### config.mk
export PLATFORM = sky130hd
export DESIGN_NAME = fpk_scanner
export DESIGN_NICKNAME = d
export VERILOG_FILES = /design/src/fpk_pkg.sv /design/src/fpk_scanner.sv
export SDC_FILE = /design/constraint.sdc
export NUM_CORES = 1
export LEC_CHECK = 0
export BUFFER_PORTS_ARGS = -buffer_cell sky130_fd_sc_hd__buf_4
export CELL_PAD_IN_SITES_DETAIL_PLACEMENT = 0
export CELL_PAD_IN_SITES_GLOBAL_PLACEMENT = 1
export CORE_ASPECT_RATIO = 1.1
export CORE_MARGIN = 4
export CORE_UTILIZATION = 52
export DETAILED_ROUTE_END_ITERATION = 8
export HOLD_SLACK_MARGIN = 0.15
export PLACE_DENSITY_LB_ADDON = 0.1
export SLEW_MARGIN = 15
export SYNTH_ARGS = -nofsm -noshare
export SYNTH_HDL_FRONTEND = slang
export SYNTH_SLANG_ARGS = --single-unit
### constraint.sdc
create_clock -name clk_sys -period 7.2 [get_ports clk_sys]
set_clock_uncertainty 0.1 [all_clocks]
set_input_delay 1.8 -clock clk_sys [delete_from_list [all_inputs] [get_ports clk_sys]]
set_output_delay 1.8 -clock clk_sys [all_outputs]
set_load 0.02 [all_outputs]
### src/fpk_pkg.sv
// shared constants for the front-panel key scanner
`default_nettype none
package fpk_pkg;
  // ----------------------------------------
  // bus offsets
  // ----------------------------------------
  localparam logic [7:0] FPK_OFF_POLL = 8'h00;
  localparam logic [7:0] FPK_OFF_STATUS = 8'h08;
  localparam logic [7:0] FPK_OFF_LED_HI = 8'h70;
  localparam logic [7:0] FPK_OFF_LED_LO = 8'h74;
  localparam logic [7:0] FPK_OFF_OUTBYTE = 8'hF4;
  // ----------------------------------------
  // field positions
  // ----------------------------------------
  localparam int FPK_POLL_KEY_BIT = 0;
  localparam int FPK_POLL_TUNE_BIT = 3;
  localparam int FPK_LED_RST_BIT = 3;
  localparam int FPK_LED_GRAT_BIT = 8;
  localparam int FPK_DIR_BIT = 7;
  // ----------------------------------------
  // sizes and reset values
  // ----------------------------------------
  localparam int FPK_ROWS = 10;
  localparam int FPK_WIDE_ROWS = 4;
  localparam int FPK_LED_BITS = 40;
  localparam logic [7:0] FPK_ROW_OPEN = 8'hFF;
  localparam logic [39:0] FPK_LED_RST = 40'h00_0000_0000;
  // ----------------------------------------
  // timing
  // ----------------------------------------
  localparam int FPK_CLK_MHZ = 10;
  localparam int FPK_DEB_US = 1000;
  localparam int FPK_RST_MS = 10;
  localparam int FPK_SETTLE_CYC = 4;
  localparam int FPK_DEB_CYC = FPK_DEB_US * FPK_CLK_MHZ;
  localparam int FPK_RST_CYC = FPK_RST_MS * 1000 * FPK_CLK_MHZ;
endpackage
`default_nettype wire

### src/fpk_scanner.sv
// front-panel key scanner: matrix scan, knob decode, service request, led bank
// Function
// - write at 74 loads indicator image and shifts it into the led chain.
// - graticule indicator output also enables the graticule lamp supply.
// - read at F4 returns the latched output byte, output only.
// - indicator bit 3 held over 10 ms resets the scanner controller.
// - ten rows: four of eight columns, six of seven columns.
// - one row driven low at a time, columns sampled, closed reads 0.
// - eight-bit column port; four-bit row code decoded to ten low drives.
// - knob phases sampled; direction from previous and current phases by xor.
// - key code latched drives key request low; tune code drives tune request low.
// - key request sets pending flag pulling shared service request low until cleared.
// - poll read shows low on bit 0 for key, bit 3 for tune pending.
// - poll write of 0 on a bit clears that pending flag; the request stays low until the output byte is read.
// - master read of output byte returns request high before next output.
// - clear decoded from poll write; tune path handled like key path.
// - every key or knob change is debounced by the internal timer.
// - ghost closures from rectangle corners are accounted for.
// - controller runs from its own system clock.
// - new closure addresses stacked, translated to key codes, output to master.
// - direction bit becomes msb of the tuning code byte.
// - beyond first scan, more than one queued closure aborts output.
// - debounce waits about 1 ms, rescans row, accepts only on match.
//
// The Wishbone slave port and the register offsets were decided locally.
`timescale 1ns/1ps
`default_nettype none
module fpk_scanner #(
  parameter int STACK_DEPTH = 8,
  parameter logic [16:0] DEB_CYC = 17'(fpk_pkg::FPK_DEB_CYC),
  parameter logic [16:0] RST_CYC = 17'(fpk_pkg::FPK_RST_CYC)
) (
  input wire logic clk_sys,
  input wire logic arst_n,
  input wire logic wb_cyc_i,
  input wire logic wb_stb_i,
  input wire logic wb_we_i,
  input wire logic [7:0] wb_adr_i,
  input wire logic [3:0] wb_sel_i,
  input wire logic [31:0] wb_dat_i,
  output logic [31:0] wb_dat_o,
  output logic wb_ack_o,
  input wire logic [7:0] column_input_port,
  input wire logic knob_phase_a,
  input wire logic knob_phase_b,
  output logic [3:0] row_select_code,
  output logic [fpk_pkg::FPK_ROWS-1:0] row_pull_oe_n,
  output logic key_request_out,
  output logic tune_request_out,
  output logic service_request_line_oe_n,
  output logic led_sdata,
  output logic led_sclk,
  output logic led_latch,
  output logic graticule_lamp_enable
);
  import fpk_pkg::*;

  // ----------------------------------------
  // state
  // ----------------------------------------
  typedef enum logic [7:0] {
    FPK_SETTLE = 8'h01,
    FPK_SAMPLE = 8'h02,
    FPK_DEB = 8'h04,
    FPK_RESCAN = 8'h08,
    FPK_COLS = 8'h10,
    FPK_CHECK = 8'h20,
    FPK_OUT = 8'h40,
    FPK_WAIT = 8'h80
  } fpk_st_t;

  typedef struct packed {
    fpk_st_t st;
    logic [3:0] row;
    logic [2:0] col;
    logic [16:0] tmr;
    logic [7:0] samp;
    logic [FPK_ROWS-1:0][7:0] img;
    logic [STACK_DEPTH-1:0][6:0] stk;
    logic [4:0] cnt;
    logic first;
    logic drain;
    logic [7:0] outb;
    logic key_req_n;
    logic tune_req_n;
    logic pend_k;
    logic pend_t;
    logic [7:0] col_s1;
    logic [7:0] col_s2;
    logic [1:0] kn_s1;
    logic [1:0] kn_s2;
    logic [1:0] kn_cand;
    logic [1:0] kn_stable;
    logic [16:0] kn_tmr;
    logic tune_q;
    logic [7:0] tune_code;
    logic [39:0] led_img;
    logic [39:0] led_sh;
    logic [39:0] led_out;
    logic [5:0] led_cnt;
    logic led_clk;
    logic led_latch;
    logic [16:0] rst_cnt;
    logic ack;
    logic [31:0] dat;
  } fpk_state_t;

  fpk_state_t s_q;
  fpk_state_t s_d;

  logic bus_req;
  logic wr_poll;
  logic rd_out;
  logic ctl_rst;
  logic [7:0] row_mask;
  logic [7:0] cur_row;
  logic kn_acc;
  logic wr_led;

  assign bus_req = wb_cyc_i & wb_stb_i & ~s_q.ack;
  assign wr_poll = bus_req & wb_we_i & wb_sel_i[0] & (wb_adr_i == FPK_OFF_POLL);
  assign rd_out = bus_req & ~wb_we_i & (wb_adr_i == FPK_OFF_OUTBYTE);
  assign wr_led = bus_req & wb_we_i & (wb_adr_i == FPK_OFF_LED_LO);
  assign ctl_rst = (s_q.rst_cnt == RST_CYC);
  // short rows have no eighth column; force it open
  assign row_mask = (s_q.row < 4'(FPK_WIDE_ROWS)) ? 8'h00 : 8'h80;
  assign cur_row = s_q.col_s2 | row_mask;

  // ----------------------------------------
  // next state
  // ----------------------------------------
  always_comb begin
    s_d = s_q;
    kn_acc = 1'b0;
    s_d.ack = bus_req;
    s_d.led_latch = 1'b0;
    // synchronisers: first stage read only by the second
    s_d.col_s1 = column_input_port;
    s_d.col_s2 = s_q.col_s1;
    s_d.kn_s1 = {knob_phase_a, knob_phase_b};
    s_d.kn_s2 = s_q.kn_s1;

    // bus slave
    if (bus_req) begin
      s_d.dat = 32'h0000_0000;
      unique case (wb_adr_i)
        FPK_OFF_POLL: s_d.dat = {28'h000_0000, ~s_q.pend_t, 2'b00, ~s_q.pend_k};
        FPK_OFF_STATUS: s_d.dat = {28'h000_0000, s_q.first, ~service_request_line_oe_n,
                                   s_q.tune_req_n, s_q.key_req_n};
        FPK_OFF_LED_HI: s_d.dat = {24'h00_0000, s_q.led_img[39:32]};
        FPK_OFF_LED_LO: s_d.dat = s_q.led_img[31:0];
        FPK_OFF_OUTBYTE: s_d.dat = {24'h00_0000, s_q.outb};
        default: s_d.dat = 32'h0000_0000;
      endcase
      if (wb_we_i) begin
        s_d.dat = 32'h0000_0000;
        if (wb_adr_i == FPK_OFF_LED_HI && wb_sel_i[0]) begin
          s_d.led_img[39:32] = wb_dat_i[7:0];
        end
        if (wb_adr_i == FPK_OFF_LED_LO) begin
          for (int b = 0; b < 4; b++) begin
            if (wb_sel_i[b]) begin
              s_d.led_img[b*8 +: 8] = wb_dat_i[b*8 +: 8];
            end
          end
          // whole chain reloaded on every write at 74, not on a write at 70
          s_d.led_sh = s_d.led_img;
          s_d.led_cnt = 6'(FPK_LED_BITS);
          s_d.led_clk = 1'b0;
        end
      end
    end

    // led chain: data set while clock low, shifted after the rising half
    // a reload write wins over the running shift, so the chain restarts cleanly
    if (s_q.led_cnt != 6'h00 && !wr_led) begin
      s_d.led_clk = ~s_q.led_clk;
      if (s_q.led_clk) begin
        s_d.led_sh = {s_q.led_sh[38:0], 1'b0};
        s_d.led_cnt = s_q.led_cnt - 6'h01;
        if (s_q.led_cnt == 6'h01) begin
          s_d.led_latch = 1'b1;
          s_d.led_out = s_q.led_img;
        end
      end
    end

    // controller reset by long hold of bit 3
    if (s_q.led_img[FPK_LED_RST_BIT]) begin
      if (!ctl_rst) begin
        s_d.rst_cnt = s_q.rst_cnt + 17'h0_0001;
      end
    end else begin
      s_d.rst_cnt = 17'h0_0000;
    end

    // knob: stable for the debounce time before accepted, in every state
    if (s_q.kn_s2 != s_q.kn_cand) begin
      s_d.kn_cand = s_q.kn_s2;
      s_d.kn_tmr = 17'h0_0000;
    end else if (s_q.kn_cand != s_q.kn_stable) begin
      s_d.kn_tmr = s_q.kn_tmr + 17'h0_0001;
      if (s_q.kn_tmr >= DEB_CYC) begin
        s_d.kn_stable = s_q.kn_cand;
        s_d.tune_q = 1'b1;
        kn_acc = 1'b1;
        // previous phase a against current phase b
        s_d.tune_code = {s_q.kn_stable[1] ^ s_q.kn_cand[0], 5'h00, s_q.kn_cand};
      end
    end

    // scan sequencer
    unique case (s_q.st)
      FPK_SETTLE: begin
        s_d.tmr = s_q.tmr + 17'h0_0001;
        if (s_q.tmr >= 17'(FPK_SETTLE_CYC)) begin
          s_d.st = FPK_SAMPLE;
        end
      end
      FPK_SAMPLE: begin
        s_d.samp = cur_row;
        s_d.tmr = 17'h0_0000;
        if (cur_row != s_q.img[s_q.row]) begin
          s_d.st = FPK_DEB;
        end else begin
          s_d.st = (s_q.row == 4'(FPK_ROWS - 1)) ? FPK_CHECK : FPK_SETTLE;
          s_d.row = (s_q.row == 4'(FPK_ROWS - 1)) ? 4'h0 : s_q.row + 4'h1;
        end
      end
      FPK_DEB: begin
        s_d.tmr = s_q.tmr + 17'h0_0001;
        if (s_q.tmr >= DEB_CYC) begin
          s_d.st = FPK_RESCAN;
        end
      end
      FPK_RESCAN: begin
        s_d.tmr = 17'h0_0000;
        s_d.col = 3'h0;
        if (cur_row == s_q.samp) begin
          s_d.st = FPK_COLS;
        end else begin
          s_d.st = (s_q.row == 4'(FPK_ROWS - 1)) ? FPK_CHECK : FPK_SETTLE;
          s_d.row = (s_q.row == 4'(FPK_ROWS - 1)) ? 4'h0 : s_q.row + 4'h1;
        end
      end
      FPK_COLS: begin
        // an overflowing stack drops the closure; past the first scan the abort discards it anyway
        if (s_q.img[s_q.row][s_q.col] && !s_q.samp[s_q.col] && s_q.cnt < 5'(STACK_DEPTH)) begin
          s_d.stk[s_q.cnt[$clog2(STACK_DEPTH)-1:0]] = {s_q.row, s_q.col};
          s_d.cnt = s_q.cnt + 5'h01;
        end
        s_d.img[s_q.row][s_q.col] = s_q.samp[s_q.col];
        s_d.col = s_q.col + 3'h1;
        if (s_q.col == 3'h7) begin
          s_d.st = (s_q.row == 4'(FPK_ROWS - 1)) ? FPK_CHECK : FPK_SETTLE;
          s_d.row = (s_q.row == 4'(FPK_ROWS - 1)) ? 4'h0 : s_q.row + 4'h1;
        end
      end
      FPK_CHECK: begin
        if (s_q.cnt == 5'h00 && !s_q.tune_q) begin
          s_d.first = 1'b0;
          s_d.drain = 1'b0;
          s_d.st = FPK_SETTLE;
        end else if (!s_q.first && !s_q.drain && s_q.cnt > 5'h01) begin
          // several closures in one pass are likely ghosts
          s_d.cnt = 5'h00;
          s_d.st = s_q.tune_q ? FPK_OUT : FPK_SETTLE;
        end else begin
          s_d.st = FPK_OUT;
        end
      end
      FPK_OUT: begin
        s_d.drain = 1'b1;
        if (s_q.tune_q) begin
          s_d.outb = s_q.tune_code;
          s_d.tune_req_n = 1'b0;
          // a code accepted in this very cycle stays queued: set wins over clear
          s_d.tune_q = kn_acc;
          s_d.st = FPK_WAIT;
        end else begin
          s_d.outb = {1'b0, s_q.stk[0]};
          for (int i = 0; i < STACK_DEPTH - 1; i++) begin
            s_d.stk[i] = s_q.stk[i+1];
          end
          s_d.cnt = s_q.cnt - 5'h01;
          s_d.key_req_n = 1'b0;
          s_d.st = FPK_WAIT;
        end
      end
      FPK_WAIT: begin
        // output byte held until the read is seen
        if (rd_out) begin
          s_d.key_req_n = 1'b1;
          s_d.tune_req_n = 1'b1;
          s_d.st = FPK_CHECK;
        end
      end
    endcase

    // pending flags: a new request wins over a clear in the same cycle
    s_d.pend_k = (s_q.key_req_n & ~s_d.key_req_n) |
                 (s_q.pend_k & ~(wr_poll & ~wb_dat_i[FPK_POLL_KEY_BIT]));
    s_d.pend_t = (s_q.tune_req_n & ~s_d.tune_req_n) |
                 (s_q.pend_t & ~(wr_poll & ~wb_dat_i[FPK_POLL_TUNE_BIT]));

    if (ctl_rst) begin
      s_d.st = FPK_SETTLE;
      s_d.row = 4'h0;
      s_d.tmr = 17'h0_0000;
      s_d.img = {FPK_ROWS{FPK_ROW_OPEN}};
      s_d.cnt = 5'h00;
      s_d.first = 1'b1;
      s_d.drain = 1'b0;
      s_d.key_req_n = 1'b1;
      s_d.tune_req_n = 1'b1;
      s_d.tune_q = 1'b0;
    end
  end

  // ----------------------------------------
  // registers
  // ----------------------------------------
  always_ff @(posedge clk_sys or negedge arst_n) begin
    if (!arst_n) begin
      s_q <= '0;
      s_q.st <= FPK_SETTLE;
      s_q.img <= {FPK_ROWS{FPK_ROW_OPEN}};
      s_q.first <= 1'b1;
      s_q.key_req_n <= 1'b1;
      s_q.tune_req_n <= 1'b1;
      s_q.led_img <= FPK_LED_RST;
      s_q.led_out <= FPK_LED_RST;
    end else begin
      s_q <= s_d;
    end
  end

  // ----------------------------------------
  // outputs
  // ----------------------------------------
  assign wb_ack_o = s_q.ack;
  assign wb_dat_o = s_q.dat;
  assign row_select_code = s_q.row;
  generate
    for (genvar r = 0; r < FPK_ROWS; r++) begin : g_row
      assign row_pull_oe_n[r] = (s_q.row != 4'(r));
    end
  endgenerate
  assign key_request_out = s_q.key_req_n;
  assign tune_request_out = s_q.tune_req_n;
  assign service_request_line_oe_n = ~(s_q.pend_k | s_q.pend_t);
  assign led_sdata = s_q.led_sh[39];
  assign led_sclk = s_q.led_clk;
  assign led_latch = s_q.led_latch;
  assign graticule_lamp_enable = s_q.led_out[FPK_LED_GRAT_BIT];
endmodule
`default_nettype wire

* Yosys cells after proc, flatten, opt, wreduce, memory -nomap -nowiden
Cells that the tools add are included.
** Word-level totals
- Flip-flop bits (word level) :: 418
- Bits of input ports :: 59
- Logic and storage cells :: 273
** Cells by class
- $add $sub $neg :: 8
- Magnitude comparators :: 12
- Eq/ne operators :: 43
- Mux-type cells :: 82
- Bitwise gates (word level) :: 32
- Reductions and logical operators :: 46
** Operators with widths (count)
- 40-bit 2-to-1 mux :: 4
- 32-bit one-hot mux with 5 select lines :: 1
- 8-bit 2-to-1 mux :: 13
- 49-bit one-hot mux with 2 select lines :: 1
- 88-bit 2-to-1 mux :: 1
- 87-bit 2-to-1 mux :: 1
- 86-bit 2-to-1 mux :: 1
- 80-bit bitwise mux :: 1
- 80-bit 2-to-1 mux :: 1
- 17-bit 2-to-1 mux :: 4
- 8-bit one-hot mux with 8 select lines :: 1
- 61-bit 2-to-1 mux :: 1
- 56-bit bitwise mux :: 1
- 54-bit 2-to-1 mux :: 1
- 17-bit by 1-bit adder with 17-bit output (second input constant) :: 3
- 7-bit 2-to-1 mux :: 7
- 17-bit by 14-bit greater-or-equal comparator with 1-bit output (second input constant) :: 2
- 17-bit one-hot mux with 2 select lines :: 1
- 3-bit != test (second input constant) :: 11
- 8-bit binary-select mux with 4-bit select :: 1
- 8-bit demux with 4-bit select :: 1
- 32-bit 2-to-1 mux :: 1
- 26-bit 2-to-1 mux :: 1
- 8-bit by 7-bit == test with 1-bit output (second input constant) :: 3
- 65 further kinds :: 160

* Logic depth before layout (Yosys ltp)
Gate-level depths: netlist of the first run.
- Depth in word-level cells :: 9
- Depth in mapped cells :: 12
- Gate-level depth less buffers :: 10

* Worst setup path before layout of the first run
Ideal clock, no wire load.
- Path type :: input to register
- Start :: in wb_adr_i[1]
- End :: reg s_q[170] (netlist bit)
- Library setup time :: 0.125 ns
- Data arrival time :: 4.008 ns
- Data required time :: 6.975 ns
- Path slack :: 2.967 ns
- Stages on the path :: 6
- Buffers on the path :: 0
- Cell sequence :: or2_2 > or4_1 > nor3_1 > nand2_1 > nor2_2 > mux2_2
** On the way
- Word-level cells in the longest chain between the ends :: 3
** RTL lines
- start: declaration :: RTL line fpk_scanner.sv:38 : input wire logic [7:0] wb_adr_i,
- 8-bit by 7-bit == test with 1-bit output :: RTL line fpk_scanner.sv:157 : if (wb_adr_i == FPK_OFF_LED_HI && wb_sel_i[0]) begin
- 1-bit logical AND :: RTL line fpk_scanner.sv:157
- 8-bit 2-to-1 mux :: RTL line fpk_scanner.sv:157
- end: declaration :: RTL line fpk_scanner.sv:108 : fpk_state_t s_q;
Every way passes these cells.
A chain may end at the register's enable or synchronous reset.

* Worst setup path after layout of the first run
- Start :: reg s_q (netlist bit row_select_code[0])
- End :: reg s_q[277] (netlist bit)
** On the way
- Word-level cells in the longest chain between the ends :: 8
** RTL lines
- 8-bit binary-select mux with 4-bit select :: RTL line fpk_scanner.sv:248 : if (s_q.img[s_q.row][s_q.col] && !s_q.samp[s_q.col] && s_q.cnt < 5'(STACK_DEPTH)) begin
- 8-bit 2-to-1 mux (implied by the code) :: RTL line fpk_scanner.sv:248
- 1-bit binary-select mux with 3-bit select :: RTL line fpk_scanner.sv:248
- 1-bit 2-to-1 mux (implied by the code) :: RTL line fpk_scanner.sv:248
- 1-bit logical AND (2 in series) :: RTL line fpk_scanner.sv:248
- 2-bit != test (no source line)
- 3-bit AND reduction (no source line)
Every way passes these cells. The select of a mux whose other input is x is not followed.

==> results.rst, run 1 <==
.. list-table::
   :header-rows: 1

   * - Metric
     - Value
   * - Worst Path Max Fanout
     - 32
   * - Num CTS Buffers
     - 42
   * - 1st-pass router iterations
     - 5
   * - Crit path largest cell delay
     - 0.65 ns
   * - Cell with the largest stage delay on the worst path
     - sky130_fd_sc_hd__a31o_2
   * - HP Class
     - reg2reg
   * - Worst Path Required
     - 7.58 ns
   * - Proportion of layout cells with a drive suffix above 1
     - 19.1%
   * - Die outline area
     - 40900 sq um
   * - Final core utilization
     - 59.1%
   * - Share of synthesized flip-flops with an asynchronous set or reset
     - 100%
   * - Dominant register cell in the synthesized netlist
     - sky130_fd_sc_hd__dfrtp_1
   * - Placed Cells incl. Taps
     - 2513
   * - Worst IR Drop VDD
     - 0.220 mV
   * - Worst Reg2Reg Path Length in Cells
     - 10
   * - Sequential-to-total area share from yosys stat
     - 48.6%
   * - Clock slew at the register clock pins of the worst setup and hold paths
     - 0.07 ns
   * - Antenna Cells
     - 0
   * - Placement row count
     - 74
   * - Core Footprint
     - 37200 sq um
   * - CTS Hold Buffers Added
     - 0
   * - Netlist cell types
     - 81
   * - Tot GR Track Use
     - 23.3%
   * - Measured slew at the worst slew-check pin
     - 1.14 ns
   * - Buffers added on ports
     - 112
   * - Number of enable-type register cells in the synthesized netlist
     - 0
   * - Worst setup slack after layout
     - 2.73 ns
   * - Clock latency at the later pin of the worst-skew pair
     - 0.57 ns
   * - Startpoint types
     - register
   * - Iteration-0 DRC count of the detailed router
     - 999
   * - Cell Area, Placed
     - 20500 sq um
   * - Outcome
     - finished clean
   * - Average wire per cell in the routed design
     - 18.9 um
   * - DRC Markers
     - 0
   * - Count of mapped cells out of synthesis
     - 2056
   * - Worst setup slack for register-to-register paths
     - 2.73 ns
   * - Number of vias per cell after detailed routing
     - 5.90
   * - Buffer levels on the longest clock path
     - 3
   * - Initial Utilization
     - 52.7%
   * - Largest net degree at the start of global routing
     - 135
   * - Fmax
     - 0.224 GHz
   * - Worst rel slew slack
     - 23.9%
   * - Non-filler instance count after layout
     - 2589
   * - Capturing element type of the critical path
     - register
   * - Most common cell after layout, fill and taps aside
     - sky130_fd_sc_hd__nand2_1
   * - Flop and latch count out of synthesis
     - 377
   * - Area growth from synthesis to layout
     - 12.0%
   * - Crit path kind
     - reg2reg
   * - End point of the worst hold path
     - s_q[214]
   * - CTS root buf
     - sky130_fd_sc_hd__clkbuf_16
   * - First-pass GRT wire length
     - 79.6 mm
   * - Number of nets in the final layout
     - 2136
   * - Final instance area
     - 22000 sq um
   * - Leakage power
     - 0.00988 uW
   * - Detailed placer's ending HPWL
     - 31.5 mm
   * - PD cells
     - 276 nW/um^2
   * - Yosys warnings
     - 0
   * - Share of the synthesized area in the top cell type
     - 37.3%
   * - Number of top-level design ports
     - 113
   * - Arrival time at the worst endpoint
     - 4.85 ns
   * - Average size of a mapped cell
     - 9.55 sq um
   * - Horizontal die dimension
     - 193 um
   * - Hold path depth
     - 0
   * - Min Tclk post-route
     - 4.47 ns
   * - Remaining number of nets flagged by the antenna check after routing
     - 0
   * - Place WS
     - 2.54 ns
   * - CP delay by family, top
     - compound AO/OA/AOI/OAI gates
   * - Sinks on the clock net
     - 377
   * - Congestion Overflow GR
     - 0
   * - Number of levels the H-tree was split into
     - 2
   * - Crit-path cells
     - buf_4 -> and2_1 -> a22o_1 -> a2111oi_0 -> a221oi_2 -> o2111ai_2 -> a31o_2 -> buf_4 -> a21boi_1 -> a2bb2oi_1
   * - Dominant cell type by count on the critical path
     - sky130_fd_sc_hd__buf_4
   * - Library cell occupying the most area in the post-synthesis netlist
     - sky130_fd_sc_hd__dfrtp_1
   * - Setup TNS Final
     - 0 ns
   * - Initial antenna violation count
     - 0
   * - Hold Crit Start
     - s_d[214]
   * - Total of cells resized after clock tree synthesis
     - 0
   * - TritonCTS clock tree
     - yes
   * - Count of vias placed by the detailed router
     - 15266
   * - Worst path buffer plus inverter count
     - 2
   * - Pins Over Slew Limit
     - 0
   * - Setup repair after global routing missed its margin
     - no
   * - Worst flop-to-flop path endpoint
     - s_q[277]
   * - Via count of the first global-routing pass
     - 14863
   * - Post-synth design cell area
     - 19600 sq um
   * - Maxcap violations
     - 0
   * - Hold violation total from the final report
     - 0
   * - Final routed wirelength across all metal layers
     - 48.9 mm
   * - Crit Reg-Reg Startpoint
     - row_select_code[0]
   * - Fraction of the cycle the final worst path needs
     - 62.0%
   * - Vertical extent of the die
     - 212 um
   * - Commonest cells after routing, fill and taps aside
     - sky130_fd_sc_hd__nand2_1 (305), sky130_fd_sc_hd__dfrtp_1 (292), sky130_fd_sc_hd__nor2_1 (165)
   * - Post-synth net total
     - 2129
   * - Ranking of synthesized cells by area
     - sky130_fd_sc_hd__dfrtp_1 (37%), sky130_fd_sc_hd__dfstp_2 (11%), sky130_fd_sc_hd__nand2_1 (5.8%)
   * - Post-CTS setup buffer count
     - 0
   * - Final estimated routing congestion in global placement
     - 0.916
   * - Setup-violating endpoint count in the final report
     - 0
==> flip-flops by register name, indices dropped and copies added, names as in the netlist <==
| signal | cells |
|---|---|
| s_q | 324 |
| wb_dat_o | 32 |
| s_d | 10 |
| row_select_code | 4 |
| graticule_lamp_enable | 1 |
| key_request_out | 1 |
| led_latch | 1 |
| led_sclk | 1 |
| led_sdata | 1 |
| tune_request_out | 1 |
| wb_ack_o | 1 |
==> routing by layer <==
layer  GRT usage (%)  wire length (um)  part of all wire [%]
met1            31.9             22100                    45
met2            38.6             23200                    47
met5               0                 0                     0
met3            3.50              2260                   4.6
met4            7.84              1390                   2.8
==> power by group <==
group / switching (uW) / internal, uW
combinational: 882 / 483
clock: 884 / 1400
sequential: 157 / 2260
total: 1920 / 4150
==> cell families (layout without fill, tap and decap cells) <==
group,count (synthesis),count (layout),share of synthesized area [%]
DFF,377,377,48.6
xor gates and xnor gates,50,50,2.23
adders and majority gates,14,14,0.892
buffers and inverters,233,272,5.53
and+or+nand+nor,796,796,18.9
muxes,142,142,7.76
AOI/OAI and AO/OA,444,444,16.1
==> how the worst max path moves through the flow <==
stage | from | depth (start not counted) | slack [ns] | endpoint
final | row_select_code[0] | 10 | 2.73 | s_q[277]
after global routing | row_select_code[0] | 10 | 2.46 | s_q[277]
after CTS | row_select_code[0] | 10 | 2.76 | s_q[277]
after detailed placement | wb_adr_i[1] | 7 | 2.54 | s_q[176]
after global placement | wb_adr_i[1] | 7 | 2.61 | s_q[176]
after floorplan | wb_adr_i[1] | 6 | 2.97 | s_q[170]
==> synth_stat cells (40+ instances only) <==
| library cell | n |
|---|---|
| sky130_fd_sc_hd__mux2_2 | 61 |
| sky130_fd_sc_hd__a21oi_1 | 64 |
| sky130_fd_sc_hd__inv_1 | 56 |
| sky130_fd_sc_hd__a31oi_1 | 41 |
| sky130_fd_sc_hd__o21ai_0 | 94 |
| sky130_fd_sc_hd__dfrtp_1 | 293 |
| sky130_fd_sc_hd__nor2b_1 | 50 |
| sky130_fd_sc_hd__a2bb2oi_1 | 61 |
| sky130_fd_sc_hd__nor2_1 | 166 |
| sky130_fd_sc_hd__dfstp_2 | 84 |
| sky130_fd_sc_hd__mux2i_1 | 78 |
| sky130_fd_sc_hd__buf_4 | 41 |
| sky130_fd_sc_hd__nand3_1 | 108 |
| sky130_fd_sc_hd__clkbuf_1 | 103 |
| sky130_fd_sc_hd__nand2_1 | 305 |
| sky130_fd_sc_hd__a22oi_1 | 40 |
==> per-stage QoR <==
step | power (uW) | hold slack, ns
6_report | 6070 | 0.246
5_1_grt | 6360 | 0.252
4_1_cts | 6120 | 0.248
3_5_place_dp | 3810 | 0.235
3_3_place_gp | 3780 | 0.232
2_1_floorplan | 3400 | 0.231
==> cell type report <==
| cell class | count | area, sq um |
|---|---|---|
| clock buffers | 59 | 1230 |
| clock inverters | 17 | 249 |
| fillers | 3262 | 15200 |
| inverters | 56 | 210 |
| multi-input cells | 1446 | 9050 |
| flip-flops and latches | 377 | 9540 |
| well taps | 494 | 618 |
| repair buffers | 140 | 1080 |
No activity file was read; power rests on OpenSTA's default activity.
==> inputs of run 2 (changes only) <==
- CORE_UTILIZATION: 52 -> 44
- clock period: 7.2 -> 4.02 ns (I/O delays scaled with it)
==> run 2 against run 1 <==
  * Final cell count grew 5.0%
  * Sequential power rose by 80%
  * Utilization shrank 7.6 points
  * Sequential share of layout area shrank 0.98 points
  * Non-clock buffer count up 43
  * Critical path type unchanged
  * Critical endpoint is now s_q[293]
  * Largest cell class unchanged
==> results.rst, run 2 (synthesis gave the netlist of run 1 again) <==
.. list-table::
   :header-rows: 1

   * - Metric
     - Value
   * - Clock slew at the register clock pins of the worst setup and hold paths
     - 0.06 ns
   * - Commonest cells after routing, fill and taps aside
     - sky130_fd_sc_hd__nand2_1 (305), sky130_fd_sc_hd__dfrtp_1 (292), sky130_fd_sc_hd__buf_4 (174)
   * - Setup repair after global routing missed its margin
     - no
   * - Hold Crit Start
     - s_d[209]
   * - Detailed placer's ending HPWL
     - 36.3 mm
   * - Area growth from synthesis to layout
     - 14.5%
   * - Crit path largest cell delay
     - 0.68 ns
   * - CP delay by family, top
     - simple AND/OR/NAND/NOR gates
   * - Stages on worst setup path
     - 11
   * - Startpoint types
     - register
   * - Number of nets in the final layout
     - 2181
   * - Number of vias per cell after detailed routing
     - 5.65
   * - Crit Reg-Reg Startpoint
     - row_select_code[2]
   * - Worst setup slack after layout
     - 0.358 ns
   * - Crit-path cells
     - nor2b_1 -> a22oi_1 -> and3_1 -> nor4_1 -> buf_4 -> o2111ai_2 -> buf_4 -> nand3_2 -> buf_12 -> o21ai_2 -> a22oi_1
   * - Setup TNS Final
     - 0 ns
   * - Vertical extent of the die
     - 230 um
   * - Part of the total power dissipated in combinational logic
     - 23.2%
   * - First-pass GRT wire length
     - 86.3 mm
   * - Min Tclk post-route
     - 3.66 ns
   * - Worst path buffer plus inverter count
     - 3
   * - Average wire per cell in the routed design
     - 19.4 um
   * - Fill cell instance count of the final layout
     - 3988
   * - Worst Reg2Reg Path Length in Cells
     - 11
   * - Die outline area
     - 48100 sq um
   * - Hold violation total from the final report
     - 0
   * - Hold path depth
     - 0
   * - Switching Fraction
     - 32.0%
   * - Worst Path Required
     - 4.39 ns
   * - Crit path kind
     - reg2reg
   * - Most common cell after layout, fill and taps aside
     - sky130_fd_sc_hd__nand2_1
   * - Worst IR Drop VDD
     - 0.453 mV
   * - Count of vias placed by the detailed router
     - 15355
   * - Setup-violating endpoint count in the final report
     - 0
   * - Iteration-0 DRC count of the detailed router
     - 962
   * - Cell-internal power
     - 7470 uW
   * - Num CTS Buffers
     - 44
   * - Final estimated routing congestion in global placement
     - 0.856
   * - Fraction of the cycle the final worst path needs
     - 91.1%
   * - Net switching power figure
     - 3510 uW
   * - Remaining number of nets flagged by the antenna check after routing
     - 0
   * - Worst flop-to-flop path endpoint
     - s_q[293]
   * - Top reg by flops
     - s_q
   * - Placement row count
     - 80
   * - TritonCTS clock tree
     - yes
   * - Worst Path Max Fanout
     - 45
   * - Number of levels the H-tree was split into
     - 2
   * - DRC Markers
     - 0
   * - Proportion of layout cells with a drive suffix above 1
     - 20.9%
   * - Tot GR Track Use
     - 21.8%
   * - Leakage power
     - 0.0101 uW
   * - Number of top-level design ports
     - 113
   * - Maxcap violations
     - 0
   * - Fraction of power consumed by sequential logic
     - 39.7%
   * - Place WS
     - 0.213 ns
   * - Cell Area, Placed
     - 21000 sq um
   * - Horizontal die dimension
     - 209 um
   * - Worst rel slew slack
     - 35.8%
   * - Arrival time at the worst endpoint
     - 4.03 ns
   * - Sinks on the clock net
     - 377
   * - 1st-pass router iterations
     - 5
   * - Core Footprint
     - 43700 sq um
   * - Measured slew at the worst slew-check pin
     - 0.954 ns
   * - Pins Over Slew Limit
     - 0
   * - PD cells
     - 488 nW/um^2
   * - Fmax
     - 0.273 GHz
   * - Via count of the first global-routing pass
     - 15559
   * - Largest net degree at the start of global routing
     - 91
   * - Initial antenna violation count
     - 0
   * - Final instance area
     - 22500 sq um
   * - Outcome
     - finished clean
   * - CTS Hold Buffers Added
     - 0
   * - Buffers added on ports
     - 112
   * - End point of the worst hold path
     - s_q[209]
   * - Placed Cells incl. Taps
     - 2636
   * - Non-filler instance count after layout
     - 2718
   * - HP Class
     - reg2reg
   * - Capturing element type of the critical path
     - register
   * - Antenna Cells
     - 0
   * - Clock latency at the later pin of the worst-skew pair
     - 0.57 ns
   * - Post-CTS setup buffer count
     - 0
   * - Buffer levels on the longest clock path
     - 3
   * - Share of total power in the clock network
     - 37.1%
   * - Cell with the largest stage delay on the worst path
     - sky130_fd_sc_hd__dfrtp_1
   * - CTS root buf
     - sky130_fd_sc_hd__clkbuf_16
   * - Final routed wirelength across all metal layers
     - 52.8 mm
   * - Worst setup slack for register-to-register paths
     - 0.36 ns
   * - Initial Utilization
     - 44.9%
   * - Congestion Overflow GR
     - 0
   * - Number of flip-flops under the largest register name
     - 324
==> run 2: cell types whose count changed in the layout (fill, tap and decap cells not counted), moves of 3 or more <==
cell                       before  now
sky130_fd_sc_hd__buf_4        137  174
sky130_fd_sc_hd__inv_6          1    4
sky130_fd_sc_hd__clkinv_2       6   12
sky130_fd_sc_hd__clkbuf_8       9    2
sky130_fd_sc_hd__buf_12         2    8
sky130_fd_sc_hd__clkinv_4       0    3
==> run 2: power by group through the flow <==
stage	Clock (uW)	Combinational, uW	Sequential [uW]
4_1_cts	4210	2560	4360
3_3_place_gp	0	2510	4410
5_1_grt	4370	2810	4400
6_report	4080	2540	4360
2_1_floorplan	0	1820	4270
3_5_place_dp	0	2550	4420
==> run 2: routing by layer <==
layer  global-route usage (%)  part of all wire (%)  vias up
li1                         -                     -     7333
met1                     28.7                    44     7630
met2                     37.4                    50      307
met3                     3.23                   3.5       85
met4                     6.28                   2.8        0
met5                        0                     0        -
==> run 2: through the flow <==
step	hold slack, ns	util, %	power (uW)
final	0.248	51.4	11000
after global routing	0.254	51.4	11600
after CTS	0.247	51.4	11100
after detailed placement	0.235	48.0	6970
after global placement	0.232	48.0	6920
after floorplan	0.231	-	6090
==> run 2: how the worst max path moves through the flow <==
stage | from | end | slack, ns
2_1_floorplan | wb_adr_i[1] | s_q[170] | 0.58
3_3_place_gp | row_select_code[2] | s_q[281] | 0.29
3_5_place_dp | row_select_code[2] | s_q[278] | 0.21
4_1_cts | row_select_code[2] | s_q[278] | 0.21
5_1_grt | row_select_code[2] | s_q[293] | 0.12
6_report | row_select_code[2] | s_q[293] | 0.36
==> run 2: area by class of cell <==
cell class | instances | area (sq um) | area share [%]
inverters | 56 | 210 | 0.935
clock buffers | 53 | 1180 | 5.23
clock inverters | 29 | 305 | 1.36
repair buffers | 183 | 1480 | 6.59
multi-input cells | 1446 | 9050 | 40.3
well taps | 574 | 718 | 3.19
flip-flops and latches | 377 | 9540 | 42.4
==> run 2: timing repair <==
| action | in CTS | in global routing |
|---|---|---|
| endpoints found under the hold margin | 0 | 0 |
| gates resized for setup | 0 | 1 |
| setup endpoints to repair | 0 | 7 |
